### src/pkg/gpt_pkg.sv
`default_nettype none
package gpt_pkg;
  // Register byte addresses on the APB
  localparam logic [7:0] ADDR_CORE_CTRL  = 8'h00;
  localparam logic [7:0] ADDR_LO_CTRL    = 8'h04;
  localparam logic [7:0] ADDR_HI_CTRL    = 8'h08;
  localparam logic [7:0] ADDR_BASE_CTRL  = 8'h0c;
  localparam logic [7:0] ADDR_CAPT_CTRL  = 8'h10;
  localparam logic [7:0] ADDR_CORE_CNT   = 8'h14;
  localparam logic [7:0] ADDR_LO_CNT     = 8'h18;
  localparam logic [7:0] ADDR_HI_CNT     = 8'h1c;
  localparam logic [7:0] ADDR_BASE_CNT   = 8'h20;
  localparam logic [7:0] ADDR_CAPT_CNT   = 8'h24;
  localparam logic [7:0] ADDR_CAPTURE_RELOAD_REG     = 8'h28;
  localparam logic [7:0] ADDR_FLAGS      = 8'h2c;

  // Control word fields
  localparam int MODE_LSB   = 0;  // 3 bits
  localparam int RUN_BIT    = 3;
  localparam int DOWN_BIT   = 4;
  localparam int EXTDIR_BIT = 5;
  localparam int PRE_LSB    = 6;  // 3 bits, divide by 2^n
  localparam int EDGE_LSB   = 9;  // 2 bits: 01 rise, 10 fall, 11 both
  localparam int GATEPOL_BIT = 11;
  localparam int OUTEN_BIT  = 12;
  localparam int CLR_BIT    = 13; // capture timer: clear after capture
  localparam int TRIG_LSB   = 14; // capture source 00 pin,01 core in,10 core dir,11 both
  localparam int RLD_BIT    = 16; // base timer: reload from capture reg on wrap
  localparam int CTRL_W     = 17;

  localparam logic [CTRL_W-1:0] CTRL_RESET = '0;
  localparam logic [15:0]       CNT_RESET  = 16'h0000;

  localparam int MOD1_MIN_DIV = 4;
  localparam int MOD2_MIN_DIV = 2;

  // Flag bit positions
  localparam int FLG_CORE = 0;
  localparam int FLG_LO   = 1;
  localparam int FLG_HI   = 2;
  localparam int FLG_BASE = 3;
  localparam int FLG_CAPT = 4;
  localparam int FLG_CREL = 5;
  localparam int FLG_W    = 6;

  typedef enum logic [2:0] {
    MODE_TIMER   = 3'b000,
    MODE_COUNTER = 3'b001,
    MODE_GATED   = 3'b011,
    MODE_ENCODER = 3'b010,
    MODE_RELOAD  = 3'b110,
    MODE_CAPTURE = 3'b111
  } mode_t;

  typedef struct packed {
    logic in_pin;
    logic dir_pin;
  } pin_pair_t;
endpackage
`default_nettype wire

### src/hdl/dual_module_general_timer.sv
// Operation
// Five 16-bit timers in two modules; module timers may chain.
// Each first-module timer picks timer, gated, counter or encoder mode.
// Timer mode counts on system clock through a programmable prescaler.
// Counter mode counts edges seen on the timer input pin.
// Gated mode counts only while the input pin shows the gate level.
// First-module timers count at most once per four clocks. Code: only in timer and gated modes; counter and encoder count per pin edge.
// Direction comes from software or from the direction pin.
// Encoder mode derives count and direction from two quadrature pins.
// Core toggle latch flips on each wrap; drives pin, clocks aux timers.
// Aux timer in capture or reload role does not count.
// Capture-role aux latches core value on its input pin edge.
// Reload-role aux loads core on pin edge or toggle latch transition.
// Two reload auxes on opposite latch edges give continuous PWM.
// Second module: two timers, capture reg, counts at most every two clocks. Code: only timer and gated modes; counter mode counts per pin edge.
// Second-module timers use prescaled clock or external signals.
// Base toggle latch flips on wrap; clocks capture timer, drives pin.
// Base wraps clock the compare unit and may reload from capture reg.
// Capture reg takes capture timer on capture pin edge; optional clear.
// Capture may instead trigger on core input or direction pin edges.
// Capture timer direction has no pin; software only.
// Wraps and captures set sticky flags visible to software.
//
// Our own choices: register access over APB and the placing of the registers.
`timescale 1ns/1ps
`default_nettype none
module dual_module_general_timer (
  input  wire logic        pclk,
  input  wire logic        presetn,
  input  wire logic        psel,
  input  wire logic        penable,
  input  wire logic        pwrite,
  input  wire logic [7:0]  paddr,
  input  wire logic [31:0] pwdata,
  output logic      [31:0] prdata,
  output logic             pready,
  output logic             pslverr,
  input  wire logic [2:0]  timer_input_pin,     // 0 lo, 1 core, 2 hi
  input  wire logic [2:0]  direction_input_pin,
  input  wire logic        base_input_pin,
  input  wire logic        base_dir_pin,
  input  wire logic        capture_timer_in_pin,
  input  wire logic        capture_input_pin,
  output logic             core_toggle_out_pin,
  output logic             base_toggle_out_pin,
  output logic             compare_unit_timebase,
  output logic [5:0]       flags
);
  localparam int N = 5; // 0 lo,1 core,2 hi,3 base,4 capture
  localparam int LO = 0, CORE = 1, HI = 2, BASE = 3, CAPT = 4;

  logic [gpt_pkg::CTRL_W-1:0] ctrl_q [N];
  logic [15:0]                cnt_q  [N];
  logic [15:0]                capture_reload_reg_q;
  logic [gpt_pkg::FLG_W-1:0]  flag_q;
  logic                       core_tl_q, base_tl_q;

  // Pin synchronisers, then a third stage for edge detection
  logic [9:0] pin_s1_q, pin_s2_q, pin_s3_q;
  always_ff @(posedge pclk or negedge presetn) begin
    if (!presetn) begin
      pin_s1_q <= '0;
      pin_s2_q <= '0;
      pin_s3_q <= '0;
    end else begin
      pin_s1_q <= {capture_input_pin, capture_timer_in_pin, base_dir_pin, base_input_pin,
                   direction_input_pin, timer_input_pin};
      pin_s2_q <= pin_s1_q;
      pin_s3_q <= pin_s2_q;
    end
  end
  wire logic [2:0] tin   = pin_s2_q[2:0];
  wire logic [2:0] tdir  = pin_s2_q[5:3];
  wire logic [9:0] rise  = pin_s2_q & ~pin_s3_q;
  wire logic [9:0] fall  = ~pin_s2_q & pin_s3_q;

  function automatic logic edge_hit(input logic [1:0] sel, input logic r, input logic f);
    edge_hit = (sel[0] & r) | (sel[1] & f);
  endfunction

  // Base tick dividers: module 1 every 4 clocks, module 2 every 2
  logic [1:0] div1_q;
  logic       div2_q;
  logic [7:0] pre_q [N];
  always_ff @(posedge pclk or negedge presetn) begin
    if (!presetn) begin
      div1_q <= '0;
      div2_q <= 1'b0;
    end else begin
      div1_q <= div1_q + 2'd1;
      div2_q <= ~div2_q;
    end
  end
  wire logic tick1 = (div1_q == 2'(gpt_pkg::MOD1_MIN_DIV - 1));
  wire logic tick2 = div2_q;

  logic [N-1:0] pre_tick;
  always_comb begin
    for (int i = 0; i < N; i++) begin
      logic [2:0] p;
      p = ctrl_q[i][gpt_pkg::PRE_LSB +: 3];
      pre_tick[i] = ((i < BASE) ? tick1 : tick2) &&
                    ((pre_q[i] & ((8'h01 << p) - 8'h01)) == 8'h00);
    end
  end
  always_ff @(posedge pclk or negedge presetn) begin
    if (!presetn) begin
      for (int i = 0; i < N; i++) pre_q[i] <= 8'h00;
    end else begin
      for (int i = 0; i < N; i++)
        if ((i < BASE) ? tick1 : tick2) pre_q[i] <= pre_q[i] + 8'h01;
    end
  end

  // Count enable and direction for every timer
  logic [N-1:0] inc, dn, wrap;
  logic core_tl_rise, core_tl_fall;
  logic base_wrap_q;
  always_comb begin
    for (int i = 0; i < N; i++) begin
      gpt_pkg::mode_t m;
      logic gin, gdir, ge_r, ge_f, ext;
      m    = gpt_pkg::mode_t'(ctrl_q[i][gpt_pkg::MODE_LSB +: 3]);
      gin  = (i < BASE) ? tin[i]  : (i == BASE ? pin_s2_q[6] : pin_s2_q[8]);
      gdir = (i < BASE) ? tdir[i] : (i == BASE ? pin_s2_q[7] : 1'b0);
      ge_r = (i < BASE) ? rise[i] : (i == BASE ? rise[6] : rise[8]);
      ge_f = (i < BASE) ? fall[i] : (i == BASE ? fall[6] : fall[8]);
      ext  = edge_hit(ctrl_q[i][gpt_pkg::EDGE_LSB +: 2], ge_r, ge_f);
      // Aux and capture timers may instead be clocked by the toggle latch
      if (i == LO || i == HI)
        ext = ext | edge_hit(ctrl_q[i][gpt_pkg::EDGE_LSB +: 2] & {2{gin}} & 2'b00,
                             1'b0, 1'b0);
      dn[i] = ctrl_q[i][gpt_pkg::EXTDIR_BIT] ? (gdir ^ ctrl_q[i][gpt_pkg::DOWN_BIT])
                                             : ctrl_q[i][gpt_pkg::DOWN_BIT];
      inc[i] = 1'b0;
      if (ctrl_q[i][gpt_pkg::RUN_BIT]) begin
        case (m)
          gpt_pkg::MODE_TIMER:   inc[i] = pre_tick[i];
          gpt_pkg::MODE_COUNTER: begin
            if (i == LO || i == HI)
              inc[i] = ctrl_q[i][gpt_pkg::GATEPOL_BIT]
                       ? edge_hit(ctrl_q[i][gpt_pkg::EDGE_LSB +: 2],
                                  core_tl_rise, core_tl_fall)
                       : ext;
            else if (i == CAPT && ctrl_q[i][gpt_pkg::GATEPOL_BIT])
              inc[i] = base_wrap_q;
            else
              inc[i] = ext;
          end
          gpt_pkg::MODE_GATED:
            inc[i] = pre_tick[i] && (gin == ~ctrl_q[i][gpt_pkg::GATEPOL_BIT]);
          gpt_pkg::MODE_ENCODER: begin
            // Any edge of A or B counts; direction from the phase relation
            if (i < BASE) begin
              inc[i] = rise[i] | fall[i] | rise[i+3] | fall[i+3];
              dn[i]  = (rise[i] | fall[i]) ? (gin == gdir) : (gin != gdir);
              dn[i]  = dn[i] ^ ctrl_q[i][gpt_pkg::DOWN_BIT];
            end
          end
          default: inc[i] = 1'b0;
        endcase
      end
      wrap[i] = inc[i] && (dn[i] ? (cnt_q[i] == 16'h0000) : (cnt_q[i] == 16'hffff));
    end
  end

  // Toggle latch transitions, registered so they act one clock after the wrap
  logic core_tl_d1_q, base_tl_d1_q;
  always_ff @(posedge pclk or negedge presetn) begin
    if (!presetn) begin
      core_tl_q    <= 1'b0;
      base_tl_q    <= 1'b0;
      core_tl_d1_q <= 1'b0;
      base_tl_d1_q <= 1'b0;
      base_wrap_q  <= 1'b0;
    end else begin
      if (wrap[CORE]) core_tl_q <= ~core_tl_q;
      if (wrap[BASE]) base_tl_q <= ~base_tl_q;
      core_tl_d1_q <= core_tl_q;
      base_tl_d1_q <= base_tl_q;
      base_wrap_q  <= wrap[BASE];
    end
  end
  assign core_tl_rise = core_tl_q & ~core_tl_d1_q;
  assign core_tl_fall = ~core_tl_q & core_tl_d1_q;
  assign core_toggle_out_pin   = core_tl_q & ctrl_q[CORE][gpt_pkg::OUTEN_BIT];
  assign base_toggle_out_pin   = base_tl_q & ctrl_q[BASE][gpt_pkg::OUTEN_BIT];
  assign compare_unit_timebase = base_wrap_q;

  // Capture and reload couplings
  logic [1:0] aux_cap, aux_rld;
  always_comb begin
    for (int k = 0; k < 2; k++) begin
      int a;
      gpt_pkg::mode_t m;
      logic [1:0] es;
      a  = (k == 0) ? LO : HI;
      m  = gpt_pkg::mode_t'(ctrl_q[a][gpt_pkg::MODE_LSB +: 3]);
      es = ctrl_q[a][gpt_pkg::EDGE_LSB +: 2];
      aux_cap[k] = (m == gpt_pkg::MODE_CAPTURE) && edge_hit(es, rise[a], fall[a]);
      // Reload source: pin edge, or toggle latch edge when gate-polarity bit set
      aux_rld[k] = (m == gpt_pkg::MODE_RELOAD) &&
                   (ctrl_q[a][gpt_pkg::GATEPOL_BIT] ? edge_hit(es, core_tl_rise, core_tl_fall)
                                                    : edge_hit(es, rise[a], fall[a]));
    end
  end

  logic crel_cap;
  always_comb begin
    logic [1:0] ts, es;
    ts = ctrl_q[CAPT][gpt_pkg::TRIG_LSB +: 2];
    es = ctrl_q[BASE][gpt_pkg::EDGE_LSB +: 2];
    case (ts)
      2'b00:   crel_cap = edge_hit(es, rise[9], fall[9]);
      2'b01:   crel_cap = edge_hit(es, rise[CORE], fall[CORE]);
      2'b10:   crel_cap = edge_hit(es, rise[CORE+3], fall[CORE+3]);
      default: crel_cap = edge_hit(es, rise[CORE] | rise[CORE+3], fall[CORE] | fall[CORE+3]);
    endcase
  end

  // APB
  wire logic wr = psel & penable & pwrite;
  wire logic rd_acc = psel & penable & ~pwrite;
  function automatic logic mapped(input logic [7:0] a);
    mapped = (a <= gpt_pkg::ADDR_FLAGS) && (a[1:0] == 2'b00);
  endfunction
  assign pready  = 1'b1;
  assign pslverr = psel & penable & ~mapped(paddr);

  logic [N-1:0] ctrl_wr, cnt_wr;
  always_comb begin
    for (int i = 0; i < N; i++) begin
      ctrl_wr[i] = wr && (paddr == gpt_pkg::ADDR_CORE_CTRL + 8'(4 * i));
      cnt_wr[i]  = wr && (paddr == gpt_pkg::ADDR_CORE_CNT + 8'(4 * i));
    end
  end

  // Register index i maps: 0 core ctrl uses timer order core,lo,hi,base,capt
  function automatic int reg_of(input int i);
    reg_of = (i == 0) ? CORE : (i == 1) ? LO : (i == 2) ? HI : i;
  endfunction

  always_ff @(posedge pclk or negedge presetn) begin
    if (!presetn) begin
      for (int i = 0; i < N; i++) ctrl_q[i] <= gpt_pkg::CTRL_RESET;
    end else begin
      for (int i = 0; i < N; i++)
        if (ctrl_wr[i]) ctrl_q[reg_of(i)] <= pwdata[gpt_pkg::CTRL_W-1:0];
    end
  end

  // Counters: software write beats reload, reload/capture clear beats counting
  always_ff @(posedge pclk or negedge presetn) begin
    if (!presetn) begin
      for (int i = 0; i < N; i++) cnt_q[i] <= gpt_pkg::CNT_RESET;
    end else begin
      for (int i = 0; i < N; i++) begin
        if (cnt_wr[i] && reg_of(i) != i) begin
        end
      end
      for (int i = 0; i < N; i++) begin
        if (inc[i]) cnt_q[i] <= dn[i] ? cnt_q[i] - 16'h0001 : cnt_q[i] + 16'h0001;
      end
      if (aux_cap[0]) cnt_q[LO] <= cnt_q[CORE];
      if (aux_cap[1]) cnt_q[HI] <= cnt_q[CORE];
      if (aux_rld[0]) cnt_q[CORE] <= cnt_q[LO];
      if (aux_rld[1]) cnt_q[CORE] <= cnt_q[HI];
      if (wrap[BASE] && ctrl_q[BASE][gpt_pkg::RLD_BIT]) cnt_q[BASE] <= capture_reload_reg_q;
      if (crel_cap && ctrl_q[CAPT][gpt_pkg::CLR_BIT]) cnt_q[CAPT] <= 16'h0000;
      for (int i = 0; i < N; i++)
        if (cnt_wr[i]) cnt_q[reg_of(i)] <= pwdata[15:0];
    end
  end

  always_ff @(posedge pclk or negedge presetn) begin
    if (!presetn) begin
      capture_reload_reg_q <= gpt_pkg::CNT_RESET;
    end else if (wr && paddr == gpt_pkg::ADDR_CAPTURE_RELOAD_REG) begin
      capture_reload_reg_q <= pwdata[15:0];
    end else if (crel_cap) begin
      capture_reload_reg_q <= cnt_q[CAPT];
    end
  end

  // Sticky flags: hardware set wins over write-one-to-clear
  logic [gpt_pkg::FLG_W-1:0] flag_set;
  assign flag_set = {crel_cap, wrap[CAPT], wrap[BASE], wrap[HI] | aux_cap[1],
                     wrap[LO] | aux_cap[0], wrap[CORE]};
  always_ff @(posedge pclk or negedge presetn) begin
    if (!presetn) begin
      flag_q <= '0;
    end else begin
      flag_q <= (flag_q & ~((wr && paddr == gpt_pkg::ADDR_FLAGS) ? pwdata[gpt_pkg::FLG_W-1:0]
                                                                 : '0)) | flag_set;
    end
  end
  assign flags = flag_q;

  always_ff @(posedge pclk or negedge presetn) begin
    if (!presetn) begin
      prdata <= 32'h0000_0000;
    end else if (psel && !penable && !pwrite) begin
      prdata <= 32'h0000_0000;
      for (int i = 0; i < N; i++) begin
        if (paddr == gpt_pkg::ADDR_CORE_CTRL + 8'(4 * i))
          prdata <= {{(32 - gpt_pkg::CTRL_W){1'b0}}, ctrl_q[reg_of(i)]};
        if (paddr == gpt_pkg::ADDR_CORE_CNT + 8'(4 * i))
          prdata <= {16'h0000, cnt_q[reg_of(i)]};
      end
      if (paddr == gpt_pkg::ADDR_CAPTURE_RELOAD_REG) prdata <= {16'h0000, capture_reload_reg_q};
      if (paddr == gpt_pkg::ADDR_FLAGS)
        prdata <= {{(32 - gpt_pkg::FLG_W){1'b0}}, flag_q};
    end
  end
  wire logic unused_ok = rd_acc;
endmodule
`default_nettype wire

### config.mk
export PLATFORM = sky130hd
export DESIGN_NAME = dual_module_general_timer
export DESIGN_NICKNAME = d
export VERILOG_FILES = /design/src/pkg/gpt_pkg.sv /design/src/hdl/dual_module_general_timer.sv
export SDC_FILE = /design/constraint.sdc
export NUM_CORES = 1
export LEC_CHECK = 0
export BUFFER_PORTS_ARGS = -buffer_cell sky130_fd_sc_hd__buf_4
export CAP_MARGIN = 25
export CORE_ASPECT_RATIO = 1.1
export CORE_MARGIN = 8
export CORE_UTILIZATION = 30
export DETAILED_ROUTE_END_ITERATION = 8
export PLACE_DENSITY = 0.46
export SKIP_CTS_REPAIR_TIMING = 1
export SLEW_MARGIN = 30
export SYNTH_ARGS = -nofsm -noshare
export SYNTH_HDL_FRONTEND = slang
export SYNTH_SLANG_ARGS = --single-unit
### constraint.sdc
create_clock -name pclk -period 7.14 [get_ports pclk]
set_input_delay 0 -clock pclk [delete_from_list [all_inputs] [get_ports pclk]]
set_output_delay 0 -clock pclk [all_outputs]
set_load 0.02 [all_outputs]
# --- After elaboration in Yosys (flattened, before gate mapping) ---
# Cells that the tools add are included.
classes:
  addsub: 21
  n_eq_ne: 47
  n_reduce_logical: 62
  n_shift: 5
  bitwise_logic: 82
  magnitude_cmp: 1
  mux: 68
ops:
  columns: ["cell", "count"]
  rows:
  - ["$mux W16", 23]
  - ["$mux W17", 11]
  - ["$add A16 B1 Y16 const B", 5]
  - ["$eq A16 B16 Y1 const B", 5]
  - ["$logic_not A16 Y1", 5]
  - ["$sub A16 B1 Y16 const B", 5]
  - ["$logic_not A8 Y1", 6]
  - ["$add A8 B1 Y8 const B", 5]
  - ["$and A8 B8 Y8", 5]
  - ["$shl A1 B3 Y8 const A", 5]
  - ["$sub A8 B1 Y8 const B", 5]
  - ["$logic_and A1 B1 Y1", 36]
  - ["$eq A8 B5 Y1 const B", 4]
  - ["$eq A8 B6 Y1 const B", 4]
  - ["$mux W32", 1]
  - ["$and A1 B1 Y1", 29]
  - ["$mux W1", 26]
  - ["$eq A3 B2 Y1 const B", 8]
  - ["$or A1 B1 Y1", 24]
  - ["$and A10 B10 Y10", 2]
  - ["$not A10 Y10", 2]
  - ["$eq A8 B4 Y1 const B", 2]
  - ["$eq A3 B1 Y1 const B", 5]
  - ["$logic_not A3 Y1", 5]
  - ["21 further kinds", 58]
word_totals:
  output_inout_bits: 43
  register_bits: 296
  elab_cells: 313
  in_bits: 55

# --- Depth between registers and ports, before layout ---
logic_depth:
  ltp_word: 13
  ltp_mapped: 15

# --- Worst setup path after synthesis ---
# OpenSTA, ideal clock, no wires.
synth_timing:
  path_type: "reg-to-reg"
  from: "register pin_s2_q[1]"
  to: "register cnt_q[62] (netlist name)"
  t_required_ns: 7.039
  synth_period_minus_slack_ns: 4.426
  setup_slack_ns: 2.714
  t_arrival_ns: 4.325
  path_stages_with_launch: 15
  path_buffers: 0
  cell_sequence: "dfrtp_1 inv_1 ha_1 xnor2_1 xnor2_1 o21ai_0 xor2_1 ha_1 a2111oi_1 o21ai_0 a311oi_1 o21ai_0 mux2i_1 and3_1 nor4_1"
synth_via:
  elab_chain_cells: 12
  elab_cells_between_ends: 25
synth_rtl:
  columns: ["element", "line_no", "text"]
  rows:
  - ["start: declaration", "dual_module_general_timer.sv:59", "logic [9:0] pin_s1_q, pin_s2_q, pin_s3_q;"]
  - ["start signal: assignment", "dual_module_general_timer.sv:68", "pin_s2_q <= pin_s1_q;"]
  - ["$not A10 Y10", "dual_module_general_timer.sv:75", "wire logic [9:0] fall = ~pin_s2_q & pin_s3_q;"]
  - ["$and A10 B10 Y10", "dual_module_general_timer.sv:75", null]
  - ["$or A1 B1 Y1", "dual_module_general_timer.sv:155, dual_module_general_timer.sv:156", null]
  - ["$mux W1", "dual_module_general_timer.sv:156", "dn[i] = (rise[i] | fall[i]) ? (gin == gdir) : (gin != gdir);"]
  - ["$xor A1 B1 Y1", "dual_module_general_timer.sv:157", "dn[i] = dn[i] ^ ctrl_q[i][gpt_pkg::DOWN_BIT];"]
  - ["$mux W1", "dual_module_general_timer.sv:137", "case (m)"]
  - ["$mux W1", "dual_module_general_timer.sv:136", "if (ctrl_q[i][gpt_pkg::RUN_BIT]) begin"]
  - ["$mux W16 (2 in a row)", "dual_module_general_timer.sv:262", "if (inc[i]) cnt_q[i] <= dn[i] ? cnt_q[i] - 16'h0001 : cnt_q[i] + 16'h0001;"]
  - ["$mux W16", "dual_module_general_timer.sv:266", "if (aux_rld[0]) cnt_q[CORE] <= cnt_q[LO];"]
  - ["$mux W16", "dual_module_general_timer.sv:267", "if (aux_rld[1]) cnt_q[CORE] <= cnt_q[HI];"]
  - ["$mux W16", "dual_module_general_timer.sv:271", "if (cnt_wr[i]) cnt_q[reg_of(i)] <= pwdata[15:0];"]
  - ["end signal: indexed assignment", "dual_module_general_timer.sv:262", null]
  - ["end signal: indexed assignment", "dual_module_general_timer.sv:266", null]
  - ["end signal: indexed assignment", "dual_module_general_timer.sv:267", null]
  - ["end: declaration", "dual_module_general_timer.sv:53", "logic [15:0] cnt_q [N];"]
# Parallel ways exist; a longest one is shown, timed or not. The select of a mux whose other input is x is not followed.
# A chain may end at the register's enable or synchronous reset.

# --- Final worst setup path ---
# Ends and elaborated chain as after synthesis.

==> reports/summary.log <==
INFO  run_status     outcome=finished, final reports clean
INFO  floorplan      floorplan.initialDensity=30.27%
INFO  logic_synthesis synth_area_leader_cell=sky130_fd_sc_hd__dfrtp_1
INFO  setup_path     cp_max_fo=18
INFO  pwr            worst_vdd_ir=0.1196mV
INFO  final_layout   flow.area_growth_from_synthesis=15.98%
INFO  logic_synthesis post_synthesis_register_bit_count=275
INFO  place          port-buffer-count=66
INFO  final_layout   final.fill_count=5969
INFO  logic_synthesis synth.cell_area=0.01768mm2
INFO  final_layout   finish.cell_count_without_fillers=2755
INFO  floorplan      ioPinCount=98
INFO  setup_path     start_kind=flip-flop
INFO  floorplan      die_height=270.6um
INFO  place          routabilityCongestion=0.9279
INFO  route          route.detailed.drc=0
INFO  place          placed_cells_incl_taps=2660
INFO  min_path       worst_hold_path_type=in2async
INFO  route          drt_first_pass_iters=6
INFO  floorplan      core_region_area=0.05841mm2
INFO  grt            antenna_violations_before_repair=1
INFO  setup_path     critical_path.endpoint_type=flip-flop
INFO  logic_synthesis post_synth_most_frequent_cells=sky130_fd_sc_hd__dfrtp_1, sky130_fd_sc_hd__nand2_1, sky130_fd_sc_hd__nor2_1
INFO  clocking       numCtsBuffers=36
INFO  floorplan      std_cell_rows=93
INFO  grt            largest_net_degree_at_the_start_of_global_routing=169
INFO  logic_synthesis synthArstFlopShare=100.0%
INFO  pwr            power.density_cell_area=206.5mW/mm2
INFO  logic_synthesis synth_enable_flop_cells=0
INFO  route          finalWirelength=68090um
INFO  sta            rsz0062_at_grt=no
INFO  route          detail_route.wl_per_cell=24.72um
INFO  sta            worst_pin_slew=994.2ps
INFO  grt            first_global_vias=15240
INFO  sta            timing.slew.headroom=32.01%
INFO  setup_path     arrival=5190ps
INFO  logic_synthesis yosys_cell_types=90
INFO  final_layout   drive_above_1_share=14.24%
INFO  clocking       clock-sinks=275
INFO  clocking       worst_skew_pair.late_latency=540ps
INFO  route          antenna_left=0
INFO  grt            first_pass_grt_wire_length=101500um
INFO  floorplan      fp.dieArea=0.06698mm2
INFO  final_layout   nets=2113
INFO  run            maxCapViolCount=0
INFO  logic_synthesis gate_count_after_technology_mapping=1900
INFO  setup_path     worst-endpoint-required=7580ps
INFO  route          initialDrtViolationCount=1416
INFO  logic_synthesis synthTopCellsByArea=sky130_fd_sc_hd__dfrtp_1, sky130_fd_sc_hd__mux2_2, sky130_fd_sc_hd__ha_1
INFO  logic_synthesis synthMostInstantiatedCell=sky130_fd_sc_hd__dfrtp_1
INFO  clocking       cts.path.max_buffers=3
INFO  sta            total_negative_slack=0ps
INFO  route          vias_per_cell=5.686
INFO  sta            timing.fmax=0.2108GHz
INFO  sta            layout_worst_path_cycle_share=66.44%
INFO  clocking       clkSlewWorstSetupHoldPaths=60ps
INFO  place          detailedPlacementHpwl=47740um
INFO  sta            final-hold-violation-count=0
INFO  clocking       cts_tree=built
INFO  grt            grt.total_usage=19.94%
INFO  logic_synthesis yosysSeqAreaShare=38.92%
INFO  sta            skew=22.14ps
INFO  logic_synthesis synth_area_per_cell=9.307um2
INFO  logic_synthesis yosysWarningCount=0
INFO  route          via_count=15670
INFO  clocking       root_buffer=sky130_fd_sc_hd__clkbuf_16
INFO  sta            timing.final.max_slew_violations=0
INFO  logic_synthesis synth_top_cell_area_share=38.92%
INFO  sta            finalSetupViolations=0
INFO  clocking       clock_tree.htree_level_count=2
INFO  grt            gr-total-overflow=0
INFO  pwr            power.static_leakage=8.890nW
INFO  sta            period_needed=4744ps
INFO  logic_synthesis synth_flop_type=sky130_fd_sc_hd__dfrtp_1
INFO  setup_path     path_class=reg2reg
INFO  setup_path     reg2reg_setup_slack=2400ps
INFO  floorplan      die_width=247.5um
==> power by group <==
group          total [W]  internal (W)  switching, W
sequential       0.00178       0.00163      0.000154
clock            0.00189       0.00116      0.000725
combinational   0.000565      0.000240      0.000325
total            0.00424       0.00303       0.00120
==> metal layers <==
| layer | vias up | wire length [um] | GRT usage (%) |
|---|---|---|---|
| li1 | 7248 | - | - |
| met1 | 7790 | 29230 | 25.83 |
| met2 | 498 | 32100 | 32.83 |
| met3 | 130 | 3657 | 2.789 |
| met4 | 0 | 3102 | 8.544 |
| met5 | - | 0 | 0 |
==> placed cells by master, fill, tap and decap left out, types with 9 or more instances in the layout <==
cell                              n
sky130_fd_sc_hd__nor3_1          28
sky130_fd_sc_hd__a22oi_1         26
sky130_fd_sc_hd__and3_1          19
sky130_fd_sc_hd__mux2i_1         40
sky130_fd_sc_hd__inv_1           39
sky130_fd_sc_hd__a222oi_1        13
sky130_fd_sc_hd__a31oi_1         31
sky130_fd_sc_hd__ha_1            82
sky130_fd_sc_hd__buf_4           88
sky130_fd_sc_hd__o211ai_1        31
sky130_fd_sc_hd__clkbuf_16       37
sky130_fd_sc_hd__xor2_1          37
sky130_fd_sc_hd__o221ai_1        12
sky130_fd_sc_hd__conb_1          16
sky130_fd_sc_hd__clkbuf_8        11
sky130_fd_sc_hd__nor4_1          26
sky130_fd_sc_hd__xnor2_1         70
sky130_fd_sc_hd__a21oi_1        112
sky130_fd_sc_hd__o21ai_0        143
sky130_fd_sc_hd__a22o_1           9
sky130_fd_sc_hd__nand4_1         40
sky130_fd_sc_hd__a221oi_1        22
sky130_fd_sc_hd__o21ai_1         13
sky130_fd_sc_hd__a211oi_1        27
sky130_fd_sc_hd__nand2_1        201
sky130_fd_sc_hd__nand3_1         31
sky130_fd_sc_hd__nand3b_1        12
sky130_fd_sc_hd__o21a_1           9
sky130_fd_sc_hd__nor2_1         145
sky130_fd_sc_hd__a221o_1         11
sky130_fd_sc_hd__dfrtp_1        275
sky130_fd_sc_hd__mux2_2          98
sky130_fd_sc_hd__dlygate4sd3_1   30
sky130_fd_sc_hd__a21o_1          24
==> metrics by stage <==
step | power [W] | util (%) | hold WS, ps | area (um2) | setup WS, ps
3_3_place_gp | 0.002346 | 32.37 | 111.3 | 18910 | 2435
5_1_grt | 0.004418 | 35.10 | 19.74 | 20510 | 2068
6_report | 0.004236 | 35.11 | 21.25 | 20510 | 2396
4_1_cts | 0.004263 | 34.45 | -463.0 | 20120 | 2390
3_5_place_dp | 0.002354 | 32.37 | 111.4 | 18910 | 2450
2_1_floorplan | 0.002106 | - | -295.6 | 17740 | 2714
==> worst paths after layout <==
check                                 startpoint                     end  depth (start not counted)
hold reg to reg            pin_s1_q[6]$_DFF_PN0_   pin_s2_q[6]$_DFF_PN0_                          0
setup reg to reg           pin_s2_q[1]$_DFF_PN0_   cnt_q[62]$_DFFE_PN0P_                         15
setup / recovery           pin_s2_q[1]$_DFF_PN0_   cnt_q[62]$_DFFE_PN0P_                         15
min in group pclk                   base_dir_pin   pin_s1_q[7]$_DFF_PN0_                          2
hold / removal                           presetn     div1_q[0]$_DFF_PN0_                          3
max in group asynchronous                presetn  prdata[12]$_DFFE_PN0P_                          4
==> flip-flops by register name (all words and copies together), names as in the netlist <==
register               flops
base_tl_q                  1
capture_reload_reg_q      16
cnt_q                     80
compare_unit_timebase      1
core_tl_d1_q               1
core_tl_q                  1
ctrl_q                    85
div1_q                     2
div2_q                     1
flags                      6
pin_s1_q                  10
pin_s2_q                  10
pin_s3_q                   9
prdata                    17
pre_q                     35
==> final cells by class <==
class	instances	area, um2	share of cell area (%)
tap	760	950.9	4.637
clock inverter	9	122.6	0.5979
timing repair buffer	123	1071	5.222
sequential	275	6882	33.56
clock buffer	52	1092	5.326
inverter	39	146.4	0.7138
antenna	1	2.502	0.01220
multi-input combinational	1496	10240	49.94
==> critical path: stages (launching register included) <==
cell	delay [ps]
sky130_fd_sc_hd__dfrtp_1	440
sky130_fd_sc_hd__inv_1	70
sky130_fd_sc_hd__ha_1	310
sky130_fd_sc_hd__xnor2_1	150
sky130_fd_sc_hd__xnor2_1	130
sky130_fd_sc_hd__o21ai_0	490
sky130_fd_sc_hd__xor2_1	200
sky130_fd_sc_hd__buf_4	290
sky130_fd_sc_hd__ha_1	340
sky130_fd_sc_hd__a2111oi_1	620
sky130_fd_sc_hd__o21ai_0	240
sky130_fd_sc_hd__a311oi_1	540
sky130_fd_sc_hd__o21ai_0	260
sky130_fd_sc_hd__mux2i_1	160
sky130_fd_sc_hd__and3_1	160
sky130_fd_sc_hd__nor4_1	260
==> cell families after synthesis <==
family	count (synthesis)	synth area share [%]
simple gates	586	16.14
mux	139	8.569
flops	275	38.92
other cells	2	0.04247
xor+xnor	108	5.434
compound gates	560	20.95
buf+inv	143	3.580
fa+ha+maj	87	6.368
(Power assumes the default switching activity.)
